===== src/shared/per_pkg.sv =====
// What this block does
// - version query: opcode 0xb, length 0x1
// - version byte: major upper, revision lower nibble
// - version reply: pass header, length 0x0002
// - exactly one reply per command
// - outcome: 1 pass, 2 fail, 3 unknown
// - header: outcome, echoed command, query/error byte
// - failure: fail opcode plus reason code
// - unknown opcode gives not-recognised reply
// - echo processed command opcode in header
// - one command at a time
// - queries always pass with result byte
// - blank check: 0x0f not blank, 0xf0 blank
// - non-query success gives error byte zero
// - program verify failure gives error byte 1
// - other errors give error byte 2
// - length counts words, headers included, default 2
// - data read length is n plus 2
// - program read length from packed size
// - two program words pack into three
package per_pkg;
  // ---------------------------------------------
  // command opcodes
  // ---------------------------------------------
  localparam logic [3:0] CMD_DATA_READ = 4'h1;
  localparam logic [3:0] CMD_PROGRAM_READ = 4'h2;
  localparam logic [3:0] CMD_DATA_ROW_PROGRAM = 4'h4;
  localparam logic [3:0] CMD_PROGRAM_ROW = 4'h5;
  localparam logic [3:0] CMD_CONFIG_PROGRAM = 4'h6;
  localparam logic [3:0] CMD_ERASE_BULK = 4'h7;
  localparam logic [3:0] CMD_ERASE_DATA = 4'h8;
  localparam logic [3:0] CMD_ERASE_PROG = 4'h9;
  localparam logic [3:0] CMD_BLANK_CHECK_QUERY = 4'ha;
  localparam logic [3:0] CMD_VERSION_QUERY = 4'hb;
  localparam logic [11:0] VERSION_QUERY_LEN = 12'h001;
  // ---------------------------------------------
  // response fields
  // ---------------------------------------------
  localparam logic [3:0] RSP_PASS = 4'h1;
  localparam logic [3:0] RSP_FAIL = 4'h2;
  localparam logic [3:0] RSP_NACK = 4'h3;
  localparam int RSP_OP_MSB = 15;
  localparam int RSP_OP_LSB = 12;
  localparam int RSP_CMD_LSB = 8;
  localparam logic [7:0] QE_NO_ERROR = 8'h00;
  localparam logic [7:0] QE_VERIFY_FAIL = 8'h01;
  localparam logic [7:0] QE_OTHER_ERROR = 8'h02;
  localparam logic [7:0] QE_NOT_BLANK = 8'h0f;
  localparam logic [7:0] QE_BLANK = 8'hf0;
  localparam logic [15:0] HEADER_WORDS = 16'h0002;
  localparam int FIFO_DEPTH = 16;
endpackage


===== src/per_fifo.sv =====
`timescale 1ns/1ns
`default_nettype none
module per_fifo #(
  parameter int WIDTH = 16,
  parameter int DEPTH = 16
) (
  input wire logic mclk_in,
  input wire logic rst_b_in,
  input wire logic in_valid_in,
  output logic in_ready_out,
  input wire logic [WIDTH-1:0] in_data_in,
  output logic out_valid_out,
  input wire logic out_ready_in,
  output logic [WIDTH-1:0] out_data_out
);
  localparam int AW = $clog2(DEPTH);
  logic [WIDTH-1:0] mem_reg [DEPTH];
  logic [AW-1:0] wr_ptr_reg;
  logic [AW-1:0] rd_ptr_reg;
  logic [AW:0] count_reg;
  logic do_wr;
  logic do_rd;
  // ---------------------------------------------
  // handshakes
  // ---------------------------------------------
  assign in_ready_out = (count_reg != (AW+1)'(DEPTH));
  assign out_valid_out = (count_reg != '0);
  assign do_wr = in_valid_in & in_ready_out;
  assign do_rd = out_valid_out & out_ready_in;
  assign out_data_out = mem_reg[rd_ptr_reg];
  always_ff @(posedge mclk_in) begin
    if (do_wr) begin
      mem_reg[wr_ptr_reg] <= in_data_in;
    end
  end
  always_ff @(posedge mclk_in) begin
    if (!rst_b_in) begin
      wr_ptr_reg <= '0;
      rd_ptr_reg <= '0;
      count_reg <= '0;
    end else begin
      if (do_wr) begin
        wr_ptr_reg <= (wr_ptr_reg == AW'(DEPTH-1)) ? '0 : wr_ptr_reg + 1'b1;
      end
      if (do_rd) begin
        rd_ptr_reg <= (rd_ptr_reg == AW'(DEPTH-1)) ? '0 : rd_ptr_reg + 1'b1;
      end
      count_reg <= count_reg + (AW+1)'(do_wr) - (AW+1)'(do_rd);
    end
  end
endmodule
`default_nettype wire


===== src/per_packer.sv =====
`timescale 1ns/1ns
`default_nettype none
// packs pairs of 24-bit words into three 16-bit words
module per_packer (
  input wire logic mclk_in,
  input wire logic rst_b_in,
  input wire logic start_in,
  input wire logic word_valid_in,
  output logic word_ready_out,
  input wire logic [23:0] word_in,
  input wire logic last_in,
  output logic out_valid_out,
  input wire logic out_ready_in,
  output logic [15:0] out_data_out
);
  logic [23:0] first_reg;
  logic [7:0] second_msb_reg;
  logic [1:0] phase_reg;
  logic [15:0] data_reg;
  logic valid_reg;
  logic take;
  logic free;
  // phase 0 empty, 1 holds first word, 2 owes the msb pair, 3 owes a zero pad
  // a lone last word gets a zero partner so every pair costs three words
  assign free = !valid_reg || out_ready_in;
  assign word_ready_out = free && !phase_reg[1];
  assign take = word_valid_in && word_ready_out;
  assign out_valid_out = valid_reg;
  assign out_data_out = data_reg;
  always_ff @(posedge mclk_in) begin
    if (!rst_b_in || start_in) begin
      phase_reg <= 2'h0;
      valid_reg <= 1'b0;
      data_reg <= 16'h0000;
      first_reg <= 24'h000000;
      second_msb_reg <= 8'h00;
    end else begin
      if (valid_reg && out_ready_in) begin
        valid_reg <= 1'b0;
      end
      if (phase_reg == 2'h2 && free) begin
        data_reg <= {first_reg[23:16], second_msb_reg};
        valid_reg <= 1'b1;
        phase_reg <= 2'h0;
      end else if (phase_reg == 2'h3 && free) begin
        data_reg <= 16'h0000;
        valid_reg <= 1'b1;
        second_msb_reg <= 8'h00;
        phase_reg <= 2'h2;
      end else if (take && phase_reg == 2'h0) begin
        data_reg <= word_in[15:0];
        valid_reg <= 1'b1;
        first_reg <= word_in;
        phase_reg <= last_in ? 2'h3 : 2'h1;
      end else if (take) begin
        data_reg <= word_in[15:0];
        valid_reg <= 1'b1;
        second_msb_reg <= word_in[23:16];
        phase_reg <= 2'h2;
      end
    end
  end
endmodule
`default_nettype wire


===== src/per_resp_gen.sv =====
`timescale 1ns/1ns
`default_nettype none
module per_resp_gen #(
  parameter logic [3:0] EXEC_MAJOR = 4'h1,
  parameter logic [3:0] EXEC_MINOR = 4'h0
) (
  input wire logic mclk_in,
  input wire logic rst_b_in,
  // command side
  input wire logic cmd_valid_in,
  output logic cmd_ready_out,
  input wire logic [15:0] cmd_word_in,
  input wire logic [15:0] cmd_count_in,
  // outcome of the memory operation
  input wire logic op_done_in,
  input wire logic op_error_in,
  input wire logic op_verify_fail_in,
  input wire logic blank_in,
  output logic op_start_out,
  // read data stream
  input wire logic rd_valid_in,
  output logic rd_ready_out,
  input wire logic [23:0] rd_data_in,
  // response stream
  output logic rsp_valid_out,
  input wire logic rsp_ready_in,
  output logic [15:0] rsp_data_out,
  output logic busy_out
);
  typedef enum logic [2:0] {
    ST_IDLE,
    ST_EXEC,
    ST_HEAD,
    ST_LEN,
    ST_DATA,
    ST_DRAIN
  } per_state_t;
  per_state_t state_reg;
  logic [3:0] cmd_reg;
  logic [3:0] outcome_reg;
  logic [7:0] qe_reg;
  logic [15:0] len_reg;
  logic [15:0] n_reg;
  logic [15:0] sent_reg;
  logic [15:0] fifo_wdata;
  logic fifo_wvalid;
  logic fifo_wready;
  logic pk_valid;
  logic pk_ready;
  logic [15:0] pk_data;
  logic pk_word_ready;
  logic is_prog_read;
  logic last_word;
  logic [15:0] rd_taken_reg;
  // ---------------------------------------------
  // decode helpers
  // ---------------------------------------------
  function automatic logic known_cmd(input logic [3:0] op);
    case (op)
      per_pkg::CMD_DATA_READ, per_pkg::CMD_PROGRAM_READ,
      per_pkg::CMD_DATA_ROW_PROGRAM, per_pkg::CMD_PROGRAM_ROW,
      per_pkg::CMD_CONFIG_PROGRAM, per_pkg::CMD_ERASE_BULK,
      per_pkg::CMD_ERASE_DATA, per_pkg::CMD_ERASE_PROG,
      per_pkg::CMD_BLANK_CHECK_QUERY, per_pkg::CMD_VERSION_QUERY: known_cmd = 1'b1;
      default: known_cmd = 1'b0;
    endcase
  endfunction
  function automatic logic [15:0] resp_len(input logic [3:0] op, input logic [15:0] n);
    logic [15:0] half;
    half = n[0] ? (n + 16'h0001) >> 1 : n >> 1;
    if (op == per_pkg::CMD_DATA_READ) begin
      resp_len = n + per_pkg::HEADER_WORDS;
    end else if (op == per_pkg::CMD_PROGRAM_READ) begin
      resp_len = 16'(half * 16'h0003) + per_pkg::HEADER_WORDS;
    end else begin
      resp_len = per_pkg::HEADER_WORDS;
    end
  endfunction
  // ---------------------------------------------
  // command acceptance and outcome
  // ---------------------------------------------
  assign cmd_ready_out = (state_reg == ST_IDLE);
  assign busy_out = (state_reg != ST_IDLE);
  assign is_prog_read = (cmd_reg == per_pkg::CMD_PROGRAM_READ);
  assign last_word = (rd_taken_reg + 16'h0001 == n_reg);
  always_ff @(posedge mclk_in) begin
    if (!rst_b_in) begin
      state_reg <= ST_IDLE;
      cmd_reg <= 4'h0;
      outcome_reg <= per_pkg::RSP_PASS;
      qe_reg <= per_pkg::QE_NO_ERROR;
      len_reg <= per_pkg::HEADER_WORDS;
      n_reg <= 16'h0000;
      op_start_out <= 1'b0;
    end else begin
      op_start_out <= 1'b0;
      case (state_reg)
        ST_IDLE: begin
          if (cmd_valid_in) begin
            cmd_reg <= cmd_word_in[15:12];
            n_reg <= cmd_count_in;
            len_reg <= resp_len(cmd_word_in[15:12], cmd_count_in);
            if (!known_cmd(cmd_word_in[15:12])) begin
              outcome_reg <= per_pkg::RSP_NACK;
              qe_reg <= per_pkg::QE_NO_ERROR;
              len_reg <= per_pkg::HEADER_WORDS;
              state_reg <= ST_HEAD;
            end else if (cmd_word_in[15:12] == per_pkg::CMD_VERSION_QUERY) begin
              outcome_reg <= per_pkg::RSP_PASS;
              qe_reg <= {EXEC_MAJOR, EXEC_MINOR};
              state_reg <= ST_HEAD;
            end else begin
              op_start_out <= 1'b1;
              state_reg <= ST_EXEC;
            end
          end
        end
        ST_EXEC: begin
          // read commands answer before data so header streams first
          if (op_done_in || cmd_reg == per_pkg::CMD_DATA_READ || is_prog_read) begin
            state_reg <= ST_HEAD;
            if (cmd_reg == per_pkg::CMD_BLANK_CHECK_QUERY) begin
              outcome_reg <= per_pkg::RSP_PASS;
              qe_reg <= blank_in ? per_pkg::QE_BLANK : per_pkg::QE_NOT_BLANK;
            end else if (op_done_in && op_verify_fail_in) begin
              outcome_reg <= per_pkg::RSP_FAIL;
              qe_reg <= per_pkg::QE_VERIFY_FAIL;
            end else if (op_done_in && op_error_in) begin
              outcome_reg <= per_pkg::RSP_FAIL;
              qe_reg <= per_pkg::QE_OTHER_ERROR;
            end else begin
              outcome_reg <= per_pkg::RSP_PASS;
              qe_reg <= per_pkg::QE_NO_ERROR;
            end
          end
        end
        ST_HEAD: if (fifo_wready) state_reg <= ST_LEN;
        ST_LEN: begin
          if (fifo_wready) begin
            state_reg <= (len_reg == per_pkg::HEADER_WORDS) ? ST_DRAIN : ST_DATA;
          end
        end
        ST_DATA: begin
          if (fifo_wvalid && fifo_wready && sent_reg + 16'h0003 == len_reg) begin
            state_reg <= ST_DRAIN;
          end
        end
        ST_DRAIN: if (!rsp_valid_out) state_reg <= ST_IDLE;
        default: state_reg <= ST_IDLE;
      endcase
    end
  end
  // ---------------------------------------------
  // data word counting
  // ---------------------------------------------
  always_ff @(posedge mclk_in) begin
    if (!rst_b_in || state_reg == ST_IDLE) begin
      sent_reg <= 16'h0000;
      rd_taken_reg <= 16'h0000;
    end else begin
      if (state_reg == ST_DATA && fifo_wvalid && fifo_wready) begin
        sent_reg <= sent_reg + 16'h0001;
      end
      if (rd_valid_in && rd_ready_out) begin
        rd_taken_reg <= rd_taken_reg + 16'h0001;
      end
    end
  end
  // ---------------------------------------------
  // word mux toward the fifo
  // ---------------------------------------------
  assign pk_ready = (state_reg == ST_DATA) && is_prog_read && fifo_wready;
  always_comb begin
    fifo_wvalid = 1'b0;
    fifo_wdata = 16'h0000;
    rd_ready_out = 1'b0;
    case (state_reg)
      ST_HEAD: begin
        fifo_wvalid = 1'b1;
        fifo_wdata = {outcome_reg, cmd_reg, qe_reg};
      end
      ST_LEN: begin
        fifo_wvalid = 1'b1;
        fifo_wdata = len_reg;
      end
      ST_DATA: begin
        if (is_prog_read) begin
          fifo_wvalid = pk_valid;
          fifo_wdata = pk_data;
          rd_ready_out = pk_word_ready && (rd_taken_reg != n_reg);
        end else begin
          fifo_wvalid = rd_valid_in;
          fifo_wdata = rd_data_in[15:0];
          rd_ready_out = fifo_wready;
        end
      end
      default: begin
        fifo_wvalid = 1'b0;
      end
    endcase
  end
  per_packer u_packer (
    .mclk_in(mclk_in),
    .rst_b_in(rst_b_in),
    .start_in(state_reg == ST_IDLE),
    .word_valid_in(rd_valid_in && is_prog_read && state_reg == ST_DATA &&
                   rd_taken_reg != n_reg),
    .word_ready_out(pk_word_ready),
    .word_in(rd_data_in),
    .last_in(last_word),
    .out_valid_out(pk_valid),
    .out_ready_in(pk_ready),
    .out_data_out(pk_data)
  );
  // back-pressure from the programmer stalls word generation
  per_fifo #(
    .WIDTH(16),
    .DEPTH(per_pkg::FIFO_DEPTH)
  ) u_fifo (
    .mclk_in(mclk_in),
    .rst_b_in(rst_b_in),
    .in_valid_in(fifo_wvalid),
    .in_ready_out(fifo_wready),
    .in_data_in(fifo_wdata),
    .out_valid_out(rsp_valid_out),
    .out_ready_in(rsp_ready_in),
    .out_data_out(rsp_data_out)
  );
endmodule
`default_nettype wire


===== config.mk =====
export PLATFORM = sky130hd
export DESIGN_NAME = per_resp_gen
export DESIGN_NICKNAME = d
export VERILOG_FILES = /design/src/shared/per_pkg.sv /design/src/per_fifo.sv /design/src/per_packer.sv /design/src/per_resp_gen.sv
export SDC_FILE = /design/constraint.sdc
export NUM_CORES = 1
export LEC_CHECK = 0
export BUFFER_PORTS_ARGS = -buffer_cell sky130_fd_sc_hd__buf_2
export CORE_UTILIZATION = 28
export DETAILED_ROUTE_END_ITERATION = 8
export GPL_TIMING_DRIVEN = 0
export HOLD_SLACK_MARGIN = 0.15
export PLACE_DENSITY = 0.54
export SLEW_MARGIN = 20
export SYNTH_ARGS = -nofsm -noshare
export SYNTH_HDL_FRONTEND = slang
export SYNTH_HIERARCHICAL = 1
export SYNTH_SLANG_ARGS = --single-unit

===== constraint.sdc =====
create_clock -name mclk_in -period 9.7 [get_ports mclk_in]
set_clock_uncertainty 0.1 [all_clocks]
set_input_delay 0.485 -clock mclk_in [delete_from_list [all_inputs] [get_ports mclk_in]]
set_output_delay 0.485 -clock mclk_in [all_outputs]
set_load 0.02 [all_outputs]

==> impl_results.md, run 1 <==
- Slowest cell delay on critical path: 530 ps
- Net count reported at finish: 1794
- Core Box Area: 0.0657 sq mm
- First DRT Iteration DRCs: 1036
- Cell count after placement: 2484
- Starting density of the core: 28.3%
- Sinks on the clock net: 387
- Synthesized net count: 1645
- Required time of the critical path: 10000 ps
- Bufs on Longest Clock Path: 3
- Pin count of the biggest net entering global routing: 17
- Pins Over Slew Limit: 0
- CTS tree: built
- Total via count in the routed design: 12900
- Critical-path top delay cell: sky130_fd_sc_hd__dlygate4sd3_1
- Top_reg_cell synth: sky130_fd_sc_hd__edfxtp_1
- Ports placed on the boundary: 86
- Tightest Hold Check Type: input pin to flip-flop
- Number of buffers added to fix hold violations after cts: 24
- Vias in the first global route: 13000
- Initial antenna violation count: 0
- Clock network fraction of total power: 33.6%
- Final antenna-violating net count: 0
- # resized after CTS: 0
- Post-route setup TNS: 0 ps
- Y dimension of the die: 260 um
- Yosys warns: 6
- Met1 GRT Util: 19.5%
- Result of the run: finished clean
- Buffers added on ports: 70
- Power Dens Cells: 215 mW/mm^2
- Yosys top cell area share: 41.3%
- Overall power consumption: 0.00467 W
- Most common library cell in the layout ignoring fill and taps: sky130_fd_sc_hd__edfxtp_1
- Static leakage power: 7.45 nW
- Count of final setup violators: 0
- Compound-cell area share of the yosys netlist: 9.93%
- Cell type with the largest total area after synthesis: sky130_fd_sc_hd__edfxtp_1
- Worst path most repeated cell: sky130_fd_sc_hd__ha_1
- Count of mapped cells out of synthesis: 1538
- Number of flip-flops under the largest register name: 256
- Depth of the most critical reg-to-reg path: 13
- Synthesized-area fraction occupied by adder cells: 2.90%
- Number of synthesized flops with an enable pin: 256
- H-tree level count: 2
- Global placement routability congestion: 0.848
- Headroom to the max-slew limit: 26.1%
- Hold Fails Final Rpt: 0
- Global-route met2 utilization: 24.2%
- Synthesis-to-finish area growth: 16.9%
- Critical path startpoint category: input pin
- Floorplan die area: 0.0675 sq mm
- Post-route minimum period: 4440 ps
- Worst slack on hold paths: 189 ps
- XOR/XNOR Fraction of Synth Area: 5.74%
- Initial DRT Pass Iterations: 5
- Top cells by area, synth: sky130_fd_sc_hd__edfxtp_1 41%, sky130_fd_sc_hd__dfxtp_1 14%, sky130_fd_sc_hd__mux4_2 6.5%
- Distinct cell type count of the synthesized netlist: 90
- Post-Synth Simple-Gate Area: 13.2%
- Hold Path Depth: 3
- Final period util: 45.8%
- Dominant combinational cell family by area after synthesis: simple AND/OR/NAND/NOR gates
- Cell Area, Synth: 0.0186 sq mm
- Switch share: 30.7%
- Clock slew at the register clock pins of the worst setup and hold paths: 60 ps
- Post-route insts no fill: 2582
- Overall routed net length: 48700 um
- Half-perimeter wire length of the detailed placement result: 34500 um
- Post-CTS Repair Setup Buffers: 0
- Die width: 260 um
- Antenna Diode Count: 0
- Routed length per instance: 18.8 um
- Number of DRC violations after detailed routing: 0
- Maximum clock frequency: 225 MHz
- Transition time of the tightest slew-check pin: 1110 ps
- Portion of netlist area occupied by mux cells: 9.19%
- Num CTS Buffers: 41
- GRT Util Overall: 14.5%
- Critical path capture point type: flip-flop
- CP cell instances: dlygate4sd3_1 > buf_2 > ha_1 > and3_1 > and3_1 > clkbuf_1 > nand2_1 > xor2_1 > inv_1 > ha_1 > ha_1 > a211o_1 > a211oi_1 > o31ai_1 > xnor2_1 > o221ai_1
- Row count: 94
- Crit path max fanout: 10
- Met3 track demand over resource: 1.69%
- Post-synthesis sequential area ratio: 55.4%
- Portion of total power attributed to sequential cells: 41.5%
- Number of register bits inferred by synthesis: 387
- Net switching power: 0.00144 W
- Busiest metal layer after global routing: met2
- Most frequent cells in the layout: 256 x sky130_fd_sc_hd__edfxtp_1, 189 x sky130_fd_sc_hd__nand2_1, 131 x sky130_fd_sc_hd__dfxtp_1
- Critical path class: input pin to flip-flop
- Max Cap Violations: 0
- Layout cells sized above 1: 15.4%
- Arrival @ worst endpoint: 4750 ps
- Cell Int Power: 0.00323 W
- Congestion Overflow GR: 0
- Detailed-route vias per instance: 5.01
- Combinational fraction of design power: 25.0%
- Worst IR Drop VDD: 0.115 mV
- Clk Tree Root Cell: sky130_fd_sc_hd__clkbuf_16
- Mean area per synthesized cell: 12.1 sq um
- RSZ-0062 raised after global routing: false
- Ys async rst share: 0%
- Latest clock arrival within the worst-skew pair: 570 ps
- First-pass GRT wire length: 75400 um
[worst paths after layout]
check                                          start                                 endpoint  slack, ps
max                                  cmd_count_in[2]                 len_reg[12]$_SDFFE_PN0P_       5260
min                                  cmd_count_in[1]                    n_reg[1]$_SDFFE_PN0P_        190
max reg2reg                  cmd_reg[0]$_SDFFE_PN0P_           u_fifo/count_reg[4]$_SDFF_PN0_       5500
min reg2reg  u_packer/second_msb_reg[0]$_SDFFE_PP0P_  u_packer/second_msb_reg[0]$_SDFFE_PP0P_        360
[critical path, delay by kind of cell]
kind                       cells  cell delay, ps
AOI/OAI and AO/OA              4            1060
buffers and inverters          4            1170
adders and majority gates      3             870
and+or+nand+nor                3             590
xor gates and xnor gates       2             550
[layout make-up]
class                           instances  area [sq um]
Fill cell                            6504         44000
Sequential cell                       387         10300
Multi-Input combinational cell       1019          7650
Clock buffer                           59          1190
Tap cell                              864          1080
Timing Repair Buffer                  106           688
Buffer                                 87           505
Inverter                               45           169
Clock inverter                         15           165
[Yosys cell counts (all sizes together) (6+ instances only)]
cell,n
a31oi,7
a211oi,10
and3,18
dfxtp,131
nand2b,14
a221o,14
nor3b,7
nor2,88
nor3,22
a21o,9
buf,37
nand2,190
mux4,64
mux2i,22
o211ai,12
nor4b,17
nand3,31
clkbuf,47
o21ai,47
nand4,20
and2,25
o22ai,7
nor4,14
edfxtp,256
xnor2,66
ha,40
a21oi,97
nor2b,13
a22oi,39
inv,44
xor2,56
or3,6
[cell families (layout without fill, tap and decap cells)]
kind of cell | after synthesis | count (layout)
AO/OA/AOI/OAI | 284 | 284
adder cells (fa/ha/maj) | 42 | 42
flip-flops | 387 | 387
XOR/XNOR | 122 | 122
multiplexers | 87 | 87
AND/OR/NAND/NOR | 484 | 484
buffers and inverters | 132 | 312
[power groups by stage]
stage / registers [W] / logic, W / clock network, W
2_1_floorplan: 0.00195 / 0.000802 / 0
3_3_place_gp: 0.00197 / 0.00113 / 0
3_5_place_dp: 0.00197 / 0.00117 / 0
4_1_cts: 0.00194 / 0.00118 / 0.00161
5_1_grt: 0.00195 / 0.00129 / 0.00167
6_report: 0.00194 / 0.00117 / 0.00157
[routing by layer]
metal  vias to the layer above  part of all wire (%)
met5                         -                     0
met4                         0                   2.4
met3                        58                   4.3
met2                       347                    48
met1                      6489                    45
li1                       6044                     -
[stage by stage]
stage,area [sq um],setup slack (ps),utilization [%]
6_report,21800,5260,33.1
3_5_place_dp,20200,5200,30.7
2_1_floorplan,18600,6070,-
3_3_place_gp,20000,5220,30.5
5_1_grt,21800,5030,33.1
4_1_cts,21800,5290,33.1
Note: power is estimated with default switching activity, not from simulation.
==> inputs of run 2 (changes only) <==
Clock period 9.7 ns to 4.1 ns, I/O delays scaled along.
==> impl_results.md, run 2 (same netlist as run 1, synthesis figures left out) <==
- Critical path class: input pin to flip-flop
- Initial antenna violation count: 1
- Net switching power: 0.00341 W
- Crit path max fanout: 10
- CTS tree: built
- Starting density of the core: 28.3%
- Buffers added on ports: 70
- Global-route met2 utilization: 24.5%
- Headroom to the max-slew limit: 25.6%
- Static leakage power: 7.58 nW
- Portion of total power attributed to sequential cells: 41.3%
- Post-route minimum period: 3810 ps
- Max Cap Violations: 0
- Critical path capture point type: flip-flop
- Cell Int Power: 0.00767 W
- Overall power consumption: 0.0111 W
- Latest clock arrival within the worst-skew pair: 570 ps
- Core Box Area: 0.0657 sq mm
- Most common library cell in the layout ignoring fill and taps: sky130_fd_sc_hd__edfxtp_1
- Vias in the first global route: 13200
- Total via count in the routed design: 13000
- Met1 GRT Util: 19.6%
- Synthesis-to-finish area growth: 18.5%
- Switch share: 30.8%
- Arrival @ worst endpoint: 4120 ps
- Floorplan die area: 0.0675 sq mm
- Global placement routability congestion: 0.848
- Tightest Hold Check Type: input pin to flip-flop
- Most frequent cells in the layout: 256 x sky130_fd_sc_hd__edfxtp_1, 189 x sky130_fd_sc_hd__nand2_1, 131 x sky130_fd_sc_hd__dfxtp_1
- Ports placed on the boundary: 86
- Routed length per instance: 18.8 um
- RSZ-0062 raised after global routing: false
- Critical path startpoint category: input pin
- Num CTS Buffers: 41
- Combinational fraction of design power: 25.2%
- Congestion Overflow GR: 0
- Clock network fraction of total power: 33.5%
- Die width: 260 um
- Number of flip-flops under the largest register name: 256
- Bufs on Longest Clock Path: 3
- H-tree level count: 2
- Result of the run: finished clean
- Maximum clock frequency: 262 MHz
- Row count: 94
- Initial DRT Pass Iterations: 5
- Layout cells sized above 1: 15.5%
- Sinks on the clock net: 387
- Met3 track demand over resource: 1.73%
- Pin count of the biggest net entering global routing: 17
- Number of DRC violations after detailed routing: 0
- Hold Path Depth: 5
- GRT Util Overall: 14.6%
- Y dimension of the die: 260 um
- Final period util: 93.0%
- Worst slack on hold paths: 238 ps
- Power Dens Cells: 502 mW/mm^2
- Transition time of the tightest slew-check pin: 1120 ps
- Antenna Diode Count: 0
- Detailed-route vias per instance: 5.00
- Half-perimeter wire length of the detailed placement result: 34500 um
- Required time of the critical path: 4410 ps
- Final antenna-violating net count: 0
- First DRT Iteration DRCs: 1082
- Depth of the most critical reg-to-reg path: 13
- Count of final setup violators: 0
- Busiest metal layer after global routing: met2
- Post-CTS Repair Setup Buffers: 0
- Clk Tree Root Cell: sky130_fd_sc_hd__clkbuf_16
- Overall routed net length: 49000 um
- Hold Fails Final Rpt: 0
- Worst IR Drop VDD: 0.272 mV
- Clock slew at the register clock pins of the worst setup and hold paths: 60 ps
- First-pass GRT wire length: 76100 um
- Net count reported at finish: 1821
- Pins Over Slew Limit: 0
[run 2: changes by cell type in the layout (fill, tap and decap cells not counted)]
| cell | delta |
|---|---|
| sky130_fd_sc_hd__a211oi_1 | -1 |
| sky130_fd_sc_hd__a211oi_2 | +1 |
| sky130_fd_sc_hd__clkbuf_1 | -5 |
| sky130_fd_sc_hd__clkbuf_2 | +3 |
| sky130_fd_sc_hd__dlygate4sd3_1 | +29 |
| sky130_fd_sc_hd__o21ai_0 | -1 |
| sky130_fd_sc_hd__o21ai_2 | +1 |
[run 2: cell type report]
cell class              instances  area [sq um]
flip-flops and latches        387         10300
fillers                      6489         43700
inverters                      45           169
plain buffers                  85           502
multi-input cells            1019          7660
clock buffers                  59          1190
repair buffers                135           978
clock inverters                15           165
well taps                     864          1080
[run 2: power by group through the flow]
stage               registers [W]  clock network (W)  logic, W
floorplan                 0.00462                  0   0.00190
global placement          0.00466                  0   0.00268
detailed placement        0.00467                  0   0.00276
CTS                       0.00458            0.00380   0.00281
global route              0.00460            0.00395   0.00307
finish                    0.00458            0.00371   0.00279
[run 2: worst max-delay path, stage by stage]
cell and delay, ps:
sky130_fd_sc_hd__dlygate4sd3_1 530, sky130_fd_sc_hd__clkbuf_1 280, sky130_fd_sc_hd__and3_1 300, sky130_fd_sc_hd__and3_1 230, sky130_fd_sc_hd__clkbuf_2 250, sky130_fd_sc_hd__nand2_1 90
sky130_fd_sc_hd__xor2_1 280, sky130_fd_sc_hd__inv_1 80, sky130_fd_sc_hd__ha_1 280, sky130_fd_sc_hd__ha_1 380, sky130_fd_sc_hd__a211o_1 310, sky130_fd_sc_hd__a211oi_2 330
sky130_fd_sc_hd__o31ai_1 150, sky130_fd_sc_hd__xnor2_1 250, sky130_fd_sc_hd__o221ai_1 150
[run 2: repair_timing]
item / in CTS / in global routing
endpoints found under the hold margin: 79 / 0
gates cloned: 0 / 0
gates resized for setup: 1 / 8
hold buffers: 53 / 0
pin swaps: 0 / 0
endpoints found under the setup margin: 50 / 32
[run 2: routing by layer]
metal,part of all wire (%),vias up
met4,2.4,2
li1,-,6098
met1,45,6560
met2,48,322
met5,0.027,-
met3,4.1,64
[run 2: final timing paths]
path                                           startpoint                                      end  slack [ps]
hold reg to reg   u_packer/second_msb_reg[0]$_SDFFE_PP0P_  u_packer/second_msb_reg[0]$_SDFFE_PP0P_         360
setup / recovery                          cmd_count_in[3]                 len_reg[12]$_SDFFE_PN0P_         290
hold / removal                            cmd_count_in[2]                  len_reg[2]$_SDFFE_PN0P_         240
setup reg to reg                  cmd_reg[0]$_SDFFE_PN0P_           u_fifo/count_reg[4]$_SDFF_PN0_         320
[run 2: stage by stage]
| stage | cell area, sq um | setup TNS [ps] | utilization (%) | std cells | setup WS, ps |
|---|---|---|---|---|---|
| 6_report | 22100 | 0 | 33.5 | 2609 | 288 |
| 3_5_place_dp | 20200 | -945 | 30.7 | 2484 | -121 |
| 4_1_cts | 22100 | 0 | 33.5 | 2611 | 24.9 |
| 2_1_floorplan | 18600 | 0 | - | 1538 | 749 |
| 5_1_grt | 22100 | 0 | 33.5 | 2609 | 34.5 |
| 3_3_place_gp | 20000 | -2150 | 30.5 | 2472 | -101 |
